`config.mk`:
```
export PLATFORM = sky130hd
export DESIGN_NAME = branch_compare_skip_unit
export DESIGN_NICKNAME = d
export VERILOG_FILES = /design/src/core/branch_skip_pkg.sv /design/src/core/compare_flags.sv /design/src/core/branch_compare_skip_unit.sv
export SDC_FILE = /design/constraint.sdc
export NUM_CORES = 1
export LEC_CHECK = 0
export ABC_AREA = 1
export ABC_CLOCK_PERIOD_IN_PS = 3800
export BUFFER_PORTS_ARGS = -buffer_cell sky130_fd_sc_hd__clkbuf_2
export CAP_MARGIN = 20
export CORE_ASPECT_RATIO = 1.1
export CORE_MARGIN = 2
export CORE_UTILIZATION = 47
export CTS_BUF_LIST = sky130_fd_sc_hd__clkbuf_16
export DETAILED_ROUTE_END_ITERATION = 6
export PLACE_DENSITY = 0.72
export SLEW_MARGIN = 20
export SYNTH_ARGS = -nofsm -noshare
export SYNTH_HDL_FRONTEND = slang
export SYNTH_HIERARCHICAL = 1
export SYNTH_SLANG_ARGS = --single-unit
```
`constraint.sdc`:
```
create_clock -name mclk -period 3.8 [get_ports mclk]
set_input_delay 0.57 -clock mclk [delete_from_list [all_inputs] [get_ports mclk]]
set_output_delay 0.57 -clock mclk [all_outputs]
set_load 0.03 [all_outputs]
```
`src/core/branch_skip_pkg.sv`:
```
package branch_skip_pkg;

  // ****************************************
  // Opcode patterns and masks
  // ****************************************
  localparam logic [15:0] MASK_OP6 = 16'hfc00;
  localparam logic [15:0] MASK_OP4 = 16'hf000;
  localparam logic [15:0] MASK_REGSKIP = 16'hfe08;
  localparam logic [15:0] MASK_IOSKIP = 16'hff00;
  localparam logic [15:0] OPC_CMP_SKIP_EQ = 16'h1000;
  localparam logic [15:0] OPC_CMP_REGS = 16'h1400;
  localparam logic [15:0] OPC_CMP_CARRY = 16'h0400;
  localparam logic [15:0] OPC_CMP_IMM = 16'h3000;
  localparam logic [15:0] OPC_SKIP_REG_CLR = 16'hfc00;
  localparam logic [15:0] OPC_SKIP_REG_SET = 16'hfe00;
  localparam logic [15:0] OPC_SKIP_IO_CLR = 16'h9900;
  localparam logic [15:0] OPC_SKIP_IO_SET = 16'h9b00;
  localparam logic [15:0] OPC_BRANCH_SET = 16'hf000;
  localparam logic [15:0] OPC_BRANCH_CLR = 16'hf400;

  // ****************************************
  // Flag positions in flag_register
  // ****************************************
  localparam logic [2:0] FLAG_C = 3'h0;
  localparam logic [2:0] FLAG_Z = 3'h1;
  localparam logic [2:0] FLAG_N = 3'h2;
  localparam logic [2:0] FLAG_V = 3'h3;
  localparam logic [2:0] FLAG_S = 3'h4;
  localparam logic [2:0] FLAG_H = 3'h5;
  localparam logic [2:0] FLAG_T = 3'h6;

  // ****************************************
  // Program counter steps and cycle counts
  // ****************************************
  localparam logic [15:0] PC_STEP_NEXT = 16'h0001;
  localparam logic [15:0] PC_SKIP_SHORT = 16'h0002;
  localparam logic [15:0] PC_SKIP_LONG = 16'h0003;
  localparam int unsigned CYC_PLAIN = 1;
  localparam int unsigned CYC_BRANCH_TAKEN = 2;
  localparam int unsigned CYC_SKIP_SHORT = 2;
  localparam int unsigned CYC_SKIP_LONG = 3;
  localparam logic [15:0] RESET_PC_NEXT = 16'h0000;
  localparam logic [7:0] RESET_FLAGS = 8'h00;

  typedef enum logic [1:0]
  {
    ST_READY = 2'b00,
    ST_LAST = 2'b01,
    ST_FIRST = 2'b11
  } seq_state_t;

endpackage

```
`src/core/compare_flags.sv`:
```
`timescale 1ns/1ps
`default_nettype none
module compare_flags
  import branch_skip_pkg::*;
(
  input wire logic [7:0] minuend,
  input wire logic [7:0] subtrahend,
  input wire logic useCarry,
  input wire logic [7:0] flagsIn,
  output logic [7:0] flagsNew
);
  logic [7:0] diff;
  logic ovf;
  logic neg;

  always_comb
  begin
    diff = minuend - subtrahend - {7'h00, useCarry & flagsIn[FLAG_C]};
    neg = diff[7];
    ovf = (minuend[7] & ~subtrahend[7] & ~diff[7]) | (~minuend[7] & subtrahend[7] & diff[7]);
    flagsNew = flagsIn;
    // Chained compare keeps zero only if earlier bytes were equal too
    flagsNew[FLAG_Z] = (diff == 8'h00) & (~useCarry | flagsIn[FLAG_Z]);
    flagsNew[FLAG_N] = neg;
    flagsNew[FLAG_V] = ovf;
    flagsNew[FLAG_S] = neg ^ ovf;
    flagsNew[FLAG_C] = (~minuend[7] & subtrahend[7]) | (subtrahend[7] & diff[7])
      | (diff[7] & ~minuend[7]);
    flagsNew[FLAG_H] = (~minuend[3] & subtrahend[3]) | (subtrahend[3] & diff[3])
      | (diff[3] & ~minuend[3]);
  end
endmodule
`default_nettype wire

```
`src/core/branch_compare_skip_unit.sv`:
```
`timescale 1ns/1ps
`default_nettype none
module branch_compare_skip_unit
  import branch_skip_pkg::*;
(
  input wire logic mclk,
  input wire logic rst,
  input wire logic instrValid,
  input wire logic [15:0] instr,
  input wire logic [15:0] pc,
  input wire logic nextIsTwoWord,
  input wire logic [7:0] regD,
  input wire logic [7:0] regR,
  input wire logic [7:0] ioByte,
  input wire logic [7:0] flagsIn,
  output logic [4:0] regDAddr,
  output logic [4:0] regRAddr,
  output logic [4:0] ioAddr,
  output logic decodeHit,
  output logic instrReady,
  output logic pcLoad,
  output logic [15:0] pcNext,
  output logic flagWrite,
  output logic [7:0] flagsOut
);

  // ****************************************
  // Decode
  // ****************************************
  logic isEqSkip, isCmpRegs, isCmpCarry, isCmpImm, isCmp;
  logic isRegClr, isRegSet, isIoClr, isIoSet, isFlagSet, isFlagClr, isBranch;
  logic regBit, ioBit, flagBit, taken, skip, accept;
  logic [7:0] cmpOperand;
  logic [7:0] cmpFlags;
  logic [15:0] offset;
  logic [15:0] target;
  logic [1:0] holds;

  always_comb
  begin
    isEqSkip = (instr & MASK_OP6) == OPC_CMP_SKIP_EQ;
    isCmpRegs = (instr & MASK_OP6) == OPC_CMP_REGS;
    isCmpCarry = (instr & MASK_OP6) == OPC_CMP_CARRY;
    isCmpImm = (instr & MASK_OP4) == OPC_CMP_IMM;
    isCmp = isCmpRegs | isCmpCarry | isCmpImm;
    isRegClr = (instr & MASK_REGSKIP) == OPC_SKIP_REG_CLR;
    isRegSet = (instr & MASK_REGSKIP) == OPC_SKIP_REG_SET;
    isIoClr = (instr & MASK_IOSKIP) == OPC_SKIP_IO_CLR;
    isIoSet = (instr & MASK_IOSKIP) == OPC_SKIP_IO_SET;
    isFlagSet = (instr & MASK_OP6) == OPC_BRANCH_SET;
    isFlagClr = (instr & MASK_OP6) == OPC_BRANCH_CLR;
    isBranch = isFlagSet | isFlagClr;
    decodeHit = isEqSkip | isCmp | isRegClr | isRegSet | isIoClr | isIoSet | isBranch;
    // Immediate compare only reaches the upper sixteen registers
    regDAddr = isCmpImm ? {1'b1, instr[7:4]} : instr[8:4];
    regRAddr = {instr[9], instr[3:0]};
    ioAddr = instr[7:3];
    cmpOperand = isCmpImm ? {instr[11:8], instr[3:0]} : regR;
    regBit = regD[instr[2:0]];
    ioBit = ioByte[instr[2:0]];
    // Sign index uses N xor V directly, not the stored copy
    flagBit = (instr[2:0] == FLAG_S) ? (flagsIn[FLAG_N] ^ flagsIn[FLAG_V])
      : flagsIn[instr[2:0]];
    taken = isBranch & (isFlagSet ? flagBit : ~flagBit);
    skip = (isEqSkip & (regD == regR)) | (isRegClr & ~regBit) | (isRegSet & regBit)
      | (isIoClr & ~ioBit) | (isIoSet & ioBit);
    offset = {{9{instr[9]}}, instr[9:3]};
    if (taken)
    begin
      target = pc + offset + PC_STEP_NEXT;
      holds = 2'(CYC_BRANCH_TAKEN - 1);
    end
    else if (skip)
    begin
      target = pc + (nextIsTwoWord ? PC_SKIP_LONG : PC_SKIP_SHORT);
      holds = nextIsTwoWord ? 2'(CYC_SKIP_LONG - 1) : 2'(CYC_SKIP_SHORT - 1);
    end
    else
    begin
      target = pc + PC_STEP_NEXT;
      holds = 2'(CYC_PLAIN - 1);
    end
  end

  compare_flags u_cmp
  (
    .minuend(regD),
    .subtrahend(cmpOperand),
    .useCarry(isCmpCarry),
    .flagsIn(flagsIn),
    .flagsNew(cmpFlags)
  );

  // ****************************************
  // Sequencer
  // ****************************************
  seq_state_t state_q, state_d;
  logic pcLoad_q, pcLoad_d, flagWrite_q, flagWrite_d;
  logic [15:0] pcNext_q, pcNext_d;
  logic [7:0] flags_q, flags_d;

  assign instrReady = (state_q == ST_READY);
  assign accept = instrValid & instrReady & decodeHit;
  assign pcLoad = pcLoad_q;
  assign pcNext = pcNext_q;
  assign flagWrite = flagWrite_q;
  assign flagsOut = flags_q;

  always_comb
  begin
    state_d = state_q;
    pcLoad_d = 1'b0;
    flagWrite_d = 1'b0;
    pcNext_d = pcNext_q;
    flags_d = flags_q;
    case (state_q)
      ST_READY:
      begin
        if (accept)
        begin
          pcLoad_d = 1'b1;
          pcNext_d = target;
          // Branches and skips leave the flags alone
          flagWrite_d = isCmp;
          flags_d = isCmp ? cmpFlags : flags_q;
          case (holds)
            2'd1: state_d = ST_LAST;
            2'd2: state_d = ST_FIRST;
            default: state_d = ST_READY;
          endcase
        end
      end
      ST_FIRST: state_d = ST_LAST;
      ST_LAST: state_d = ST_READY;
      default: state_d = ST_READY;
    endcase
  end

  always_ff @(posedge mclk)
  begin
    if (rst)
    begin
      state_q <= ST_READY;
      pcLoad_q <= 1'b0;
      flagWrite_q <= 1'b0;
      pcNext_q <= RESET_PC_NEXT;
      flags_q <= RESET_FLAGS;
    end
    else
    begin
      state_q <= state_d;
      pcLoad_q <= pcLoad_d;
      flagWrite_q <= flagWrite_d;
      pcNext_q <= pcNext_d;
      flags_q <= flags_d;
    end
  end
endmodule
`default_nettype wire

```
Yosys cells after proc, flatten, opt, wreduce, memory -nomap -nowiden
Cells that the tools add are included.
{"block": "classes", "order_cmp": 1, "reduce_logical": 6, "add_sub_neg": 6, "eq_ne": 16, "bitwise": 50, "n_mux": 20}
{"cell": "$add A16 B1 Y16 const B", "count": 2}
{"cell": "$eq A8 B8 Y1 const B", "count": 4}
{"cell": "$mux W16", "count": 2}
{"cell": "$and A1 B1 Y1", "count": 19}
{"cell": "$or A1 B1 Y1", "count": 19}
{"cell": "$add A16 B16 Y16", "count": 1}
{"cell": "$add A16 B2 Y16", "count": 1}
{"cell": "$eq A6 B3 Y1 const B", "count": 2}
{"cell": "$eq A6 B6 Y1 const B", "count": 2}
{"cell": "$not A1 Y1", "count": 10}
{"cell": "$bmux W1 S3", "count": 3}
{"cell": "$eq A8 B8 Y1", "count": 1}
{"cell": "$logic_not A8 Y1", "count": 1}
{"cell": "$mux W2", "count": 4}
{"cell": "$mux W8", "count": 1}
{"cell": "$pmux W2 S2", "count": 2}
{"cell": "$sub A8 B1 Y8", "count": 1}
{"cell": "$sub A8 B8 Y8", "count": 1}
{"cell": "$mux W1", "count": 7}
{"cell": "$eq A6 B1 Y1 const B", "count": 1}
{"cell": "$mux W5", "count": 1}
{"cell": "$eq A2 B2 Y1 const B", "count": 2}
{"cell": "$eq A4 B2 Y1 const B", "count": 1}
{"cell": "$lt A3 B4 Y1 const B", "count": 1}
{"cell": "other kinds (9)", "count": 10}
{"block": "word_totals", "word_cells": 104, "reg_bits": 28}

Depth between registers and ports, before layout
Gate-level depths: netlist of run 1.
{"block": "logic_depth", "ltp_word": 14, "depth_mapped": 20, "mapped_depth_nobuf": 19}

By module
Netlist of run 1, hierarchy kept.
{"mod": "branch_compare_skip_unit", "seq_area_each_um2": 560.5, "cells_per_inst": 606, "area_per_inst_um2": 3378.2, "instances": 1}
{"mod": "compare_flags", "seq_area_each_um2": 0.0, "cells_per_inst": 112, "area_per_inst_um2": 641.9, "instances": 1}

Least setup slack after synthesis of run 1
OpenSTA, ideal clock, no wires.
{"block": "synth_path", "path_kind": "input to register", "from": "in instr[0]", "to": "reg pcNext_q[12], in the netlist pcNext[12]", "required_time_ps": 3683, "stages": 19, "setup_time_ps": 117, "path_slack_ps": 944, "n_path_buf": 1, "arrival_ps": 2739, "cell_sequence": "buf_2 -> inv_1 -> o21ai_0 -> nand3_1 -> nand3_1 -> nand2_1 -> nor2_1 -> nand2_1 -> nand2_1 -> ha_1 -> fa_1 -> nand3_1 -> nor3_1 -> nand3_1 -> xnor2_1 -> nand2_1 -> nand2_1 -> nor2_1 -> nor2_1"}
{"block": "synth_between", "elab_chain_cells": 10, "word_cells_on_any_way": 23}
{"item": "from (decl)", "line_no": "branch_compare_skip_unit.sv:9", "source": "input wire logic [15:0] instr,"}
{"item": "$bmux W1 S3", "line_no": "branch_compare_skip_unit.sv:59", "source": "regBit = regD[instr[2:0]];"}
{"item": "$mux W1 (implied by the code)", "line_no": "branch_compare_skip_unit.sv:59"}
{"item": "$not A1 Y1", "line_no": "branch_compare_skip_unit.sv:65", "source": "skip = (isEqSkip & (regD == regR)) | (isRegClr & ~regBit) | (isRegSet & regBit)"}
{"item": "$and A1 B1 Y1", "line_no": "branch_compare_skip_unit.sv:65"}
{"item": "$or A1 B1 Y1 (2 in series)", "line_no": "branch_compare_skip_unit.sv:65"}
{"item": "$or A1 B1 Y1 (2 in series)", "line_no": "branch_compare_skip_unit.sv:66", "source": "| (isIoClr & ~ioBit) | (isIoSet & ioBit);"}
{"item": "$mux W16", "line_no": "branch_compare_skip_unit.sv:73", "source": "else if (skip)"}
{"item": "$mux W16 (*)", "line_no": "branch_compare_skip_unit.sv:68", "source": "if (taken)"}
{"item": "to (signal assigned)", "line_no": "branch_compare_skip_unit.sv:154", "source": "pcNext_q <= pcNext_d;"}
{"item": "to (decl)", "line_no": "branch_compare_skip_unit.sv:99", "source": "logic [15:0] pcNext_q, pcNext_d;"}
Every way passes the cells marked *; elsewhere a longest branch is shown, timed or not. The select of a mux whose other input is x is not followed.
A chain may end at the register's enable or synchronous reset.

Final worst setup path of run 1
Ends and elaborated chain as after synthesis.

==> metrics.txt, run 1 <==
status finished clean; Layout Cells excl Fill 913; CTS max path bufs 2; # fillers 885; half-perimeter wire length after placement 9210 µm; io pins 111; Final period util 84.6%; setup_tns 0 ps; port bufs 109; max-cap check violation count 0; CP Data Arrival Time 3370 ps; Pre-antenna DRT Iters 5; clk_lat worst skew 260 ps; Setup CP Type input port to register; final WL 11000 µm; crit path launch type input port; Core Footprint 8360 µm²; Fmax 311 MHz; Finish-stage setup viols 0; hold path start state_q[1]; vias in the first global route 4283; # diodes 0; # rows 35; Routed WL per cell 12.1 µm; RSZ-0062 raised after global routing no; Die ar. 9310 µm²; initial core utilization 48.1%; global route overflow 0; Starting DRT DRC Count 238; VDD IR max 0.133 mV; Antenna Nets Post-Route 0; Relative slew margins 40.3%; Final min period 3210 ps; Die Ht 101 µm; H-tree depth 1; share of cells above drive strength 1 16.5%; Req. time, crit path 3960 ps; area grow syn2layout 14.9%; most common cell after layout, fill and taps aside nand2_1; final hold violation count 0; Post-DP Area 4510 µm²; post-synthesis sequential area ratio 13.9%; final hold slack 502 ps; Comb pwr share 45.7%; Synth Net Count 824; NetSw 0.000456 W; Int Power 0.000699 W; pin count of the biggest net entering global routing 35; post-route DRC violation count 0; synth unique cells 33; most frequent cells in the layout 220 x nand2_1, 111 x inv_1, 110 x nor2_1, 109 x clkbuf_2, 64 x nand3_1; Hold Path Class register to register; Die X 92.2 µm; Hold Buf Count CTS 0; clk_skew 3.85 ps; Lkg Pwr 2.78 nW; CTS tree done; Via density 4.95; CP Launch Point instr[0]; CTS Sinks 28; global-route wire length before repair 18800 µm; Yosys warnings 6; RR Startpoint state_q[1]; GRT Resource Usage Total 24.3%; post-CTS setup buffers 0; number of synthesized register bits 28; Num CTS Buffers 3; slew at the pin closest to its max-slew limit 894 ps; R2R Setup Slk 1750 ps; sw frac 39.5%; Resize count post-CTS 0; Critical Path Sink Type register; synthesized area per cell 5.60 µm²; vias 4516; Slew Limit Fails 0; GP Congestion 0.890; P per Cell Area 250 nW/µm²; Gate Count Post-Synth 718; clock root buffer clkbuf_16; Clk pin slew, worst setup/hold paths 70 ps; Post-Layout Inst Area 4620 µm²; Sequential Power Share 27.0%; clock share of power 27.3%; CP max FO 12; DP Cell Count 909; nets 909; Mapped Area 4020 µm²; antenna violations before repair 0
## final cells by class
cell class / instances / area (µm²) / area share (%)
clock buffers: 3 / 75.1 / 1.63
multi-input cells: 542 / 2820 / 61.0
well taps: 111 / 139 / 3.01
repair buffers: 110 / 553 / 12.0
clock inverters: 1 / 30.0 / 0.650
inverters: 118 / 443 / 9.59
flip-flops and latches: 28 / 561 / 12.1
## through the flow
| step | worst slack, ps | power, W | utilization [%] |
|---|---|---|---|
| 3_5_place_dp | 347 | 0.000842 | 54.0 |
| 3_3_place_gp | 406 | 0.000833 | 54.0 |
| 5_1_grt | 263 | 0.00125 | 55.2 |
| 2_1_floorplan | 944 | 0.000706 | - |
| 6_report | 586 | 0.00116 | 55.2 |
| 4_1_cts | 616 | 0.00116 | 55.2 |
## kinds of logic (layout without fill, tap and decap cells)
family / Yosys count / in the layout / synth area share [%]
DFF: 28 / 28 / 13.9
AOI/OAI and AO/OA: 51 / 51 / 7.10
buffers and inverters: 148 / 232 / 16.0
xor gates and xnor gates: 29 / 29 / 6.32
adders and majority gates: 38 / 38 / 12.6
and+or+nand+nor: 424 / 424 / 44.1
## cells in the mapped netlist (all sizes together)
| library cell | instances | area (µm²) |
|---|---|---|
| dfxtp | 28 | 561 |
| inv | 117 | 439 |
| buf | 26 | 184 |
| nand3 | 66 | 340 |
| nand4 | 8 | 50.1 |
| o21bai | 1 | 7.51 |
| nand3b | 5 | 37.5 |
| a31oi | 1 | 6.26 |
| clkbuf | 4 | 15.0 |
| nand2 | 224 | 856 |
| and2 | 3 | 18.8 |
| o21a | 1 | 7.51 |
| xnor2 | 15 | 131 |
| xor2 | 14 | 123 |
| o21ai | 30 | 150 |
| a21boi | 2 | 15.0 |
| a21oi | 16 | 98.9 |
| nor3 | 6 | 35.0 |
| ha | 34 | 425 |
| nor2 | 112 | 435 |
| fa | 4 | 80.1 |
| clkinv | 1 | 3.75 |
## worst max-delay path, stage by stage
cell	delay, ps
clkbuf_2	220
inv_1	180
o21ai_0	220
nand3_1	130
nand2_1	90
nand2_1	50
nand3b_1	110
nand2_1	160
nand2_1	100
ha_1	200
fa_1	230
nand3_1	160
nor3_1	360
nand3_1	140
xnor2_1	150
nand2_1	60
nand2_1	60
nor2_1	140
nor2_1	50
## power groups by stage
stage	clock network [W]	registers, W	logic, W
after floorplan	0	0.000339	0.000368
after global placement	0	0.000318	0.000515
after detailed placement	0	0.000319	0.000523
after CTS	0.000318	0.000312	0.000526
after global routing	0.000335	0.000313	0.000603
final	0.000315	0.000312	0.000529
## per-layer routing
metal  vias up  track usage [%]  part of all wire (%)
met5         -                0                     0
met4         0             7.58                   2.7
met3        23             1.94                   4.9
met2       130             45.3                    48
met1      1994             29.8                    44
li1       2369                -                     -
## registers in the layout (all words and copies together), names as in the netlist
| signal | cells |
|---|---|
| state_q | 2 |
| pcLoad | 1 |
| flagWrite | 1 |
| pcNext | 16 |
| flagsOut | 8 |
## path summary, 6_finish.rpt
| kind | endpoint | cells past startpoint |
|---|---|---|
| setup reg to reg | flagsOut[6] | 7 |
| setup / recovery | pcNext[12] | 19 |
| hold reg to reg | state_q[1] | 2 |
| hold / removal | state_q[1] | 2 |
(Power assumes the default switching activity.)
==> inputs of run 2 (changes only) <==
--- a/config.mk
+++ b/config.mk
@@ -6,7 +6,7 @@
 export NUM_CORES = 1
 export LEC_CHECK = 0
 export ABC_AREA = 1
-export ABC_CLOCK_PERIOD_IN_PS = 3800
+export ABC_CLOCK_PERIOD_IN_PS = 3350
 export BUFFER_PORTS_ARGS = -buffer_cell sky130_fd_sc_hd__clkbuf_2
 export CAP_MARGIN = 20
 export CORE_ASPECT_RATIO = 1.1
==> constraint.sdc (replaced) <==
create_clock -name mclk -period 3.35 [get_ports mclk]
set_input_delay 0.5025 -clock mclk [delete_from_list [all_inputs] [get_ports mclk]]
set_output_delay 0.5025 -clock mclk [all_outputs]
set_load 0.03 [all_outputs]
==> metrics.txt, run 2 (synthesis gave the netlist of run 1 again) <==
Comb pwr share 49.5% (+3.8 points); max-cap check violation count 0 (unchanged); Int Power 0.000717 W (+2.4%); highest routed layer met4; CTS max path bufs 2 (unchanged); Resize count post-CTS 0 (unchanged); Sequential Power Share 28.9% (+1.9 points); Routed met2 length 5700 µm (+7.7%); clock share of power 21.6% (-5.7 points); Setup CP Type input port to register; Final min period 2890 ps; WL met3 390 µm (-28%); setup_tns 0 ps (unchanged); Die ar. 9310 µm² (unchanged); clk_lat worst skew 260 ps (about the same); Layout Utilization 55.3% (+0.090 points); final hold violation count 0 (unchanged); sw frac 41.7% (+2.2 points); port bufs 109 (unchanged); Die Ht 101 µm (unchanged); area grow syn2layout 15.1%; Die X 92.2 µm (unchanged); antenna violations before repair 0 (unchanged); io pins 111 (unchanged); clk_skew 2.62 ps (-1.23 ps); Lkg Pwr 2.79 nW (+0.33%); post-CTS setup buffers 0 (unchanged); Relative slew margins 44.6% (+4.4 points); global-route wire length before repair 19400 µm (+2.9%); Req. time, crit path 3550 ps (-410 ps); Core Footprint 8360 µm² (unchanged); half-perimeter wire length after placement 9680 µm (+5.1%); nets 914 (+0.55%); CP max FO 4 (-8); H-tree depth 1 (unchanged); Layout Cells excl Fill 917 (+0.44%); GP Congestion 0.861 (-3.2%); CTS Sinks 28 (unchanged); # rows 35 (unchanged); Antenna Nets Post-Route 0 (unchanged); Via density 4.92 (-0.46%); final hold slack 512 ps (+10.8 ps); Critical Path Sink Type register; Hold Buf Count CTS 0 (unchanged); global route overflow 0 (unchanged); Largest register FFs 16 (unchanged); CTS tree done; final WL 11300 µm (+2.7%); vias in the first global route 4452 (+3.9%); initial core utilization 48.1% (unchanged); status finished clean; GRT Resource Usage Total 25.2% (+0.82 points); # diodes 0 (unchanged); Clk pin slew, worst setup/hold paths 60 ps (about the same); Fmax 346 MHz; most frequent cells in the layout 220 x nand2_1, 111 x inv_1, 110 x nor2_1, 109 x clkbuf_2, 64 x nand3_1; slew at the pin closest to its max-slew limit 829 ps (-65.3 ps); RR Startpoint state_q[1]; share of cells above drive strength 1 16.9% (+0.41 points); Pre-antenna DRT Iters 4 (-1); Routed WL per cell 12.4 µm (+2.3%); # fillers 920 (+4.0%); Finish-stage setup viols 0 (unchanged); VDD IR max 0.146 mV (+9.8%); NetSw 0.000512 W (+12%); most common cell after layout, fill and taps aside nand2_1; hold path start flagsOut[4]; DRT met1 WL 4900 µm (+0.18%); crit path launch type input port; R2R Setup Slk 1330 ps (-420 ps); Starting DRT DRC Count 188 (-21%); post-route DRC violation count 0 (unchanged); DP Cell Count 914 (+0.55%); CP Data Arrival Time 3090 ps (-280 ps); Slew Limit Fails 0 (unchanged); Num CTS Buffers 3 (unchanged); overall power 0.00123 W (+6.3%); pin count of the biggest net entering global routing 35 (unchanged); Final period util 86.3%; vias 4515 (-0.022%); P per Cell Area 266 nW/µm² (+6.2%); RSZ-0062 raised after global routing no; Hold Path Class register to register; CP Launch Point instr[15]; clock root buffer clkbuf_16
-- run 2: cell count changes in the layout (fill, tap and decap cells not counted) --
cell / before / now
buf_4: 1 / 6
bufinv_16: 1 / 0
-- run 2: cell type report --
cell class                 count  area [µm²]  share of cell area [%]
inverter                     118         443                    9.58
sequential                    28         561                    12.1
multi-input combinational    542        2820                    60.9
timing repair buffer         115         591                    12.8
clock buffer                   3        75.1                    1.62
tap                          111         139                    3.00
-- run 2: power groups by stage --
stage,clock network (W),logic (W),registers [W]
floorplan,0,0.000417,0.000384
global placement,0,0.000590,0.000362
detailed placement,0,0.000603,0.000363
CTS,0.000270,0.000607,0.000355
global route,0.000281,0.000693,0.000356
finish,0.000266,0.000608,0.000355
-- run 2: final timing paths --
check | end | cells past startpoint
max | flagsOut[1] | 18
min | flagsOut[4] | 4
max reg2reg | flagsOut[2] | 8
min reg2reg | flagsOut[4] | 4
-- run 2: critical path: stages --
cell and delay [ps]:
clkbuf_2 130, nor2_4 150, nand2_1 80, nor3_2 170, inv_1 60, nor2_1 190
nand2_1 110, fa_1 420, fa_1 450, a21oi_1 140, nand2_1 70, nor2_1 110
nand2_1 60, nor2_1 120, nand3_1 80, nor2_1 100, nor2_1 50, nor2_1 100
-- run 2: metal layers --
layer,track usage (%),up-vias
li1,-,2378
met1,29.4,1994
met2,48.6,114
met3,1.50,29
met4,8.61,0
met5,0,-
-- run 2: metrics by stage --
stage          cell area (µm²)  worst slack [ps]
3_5_place_dp              4550               208
5_1_grt                   4630               119
6_report                  4630               460
4_1_cts                   4630               479
3_3_place_gp              4550               288
2_1_floorplan             4020               561
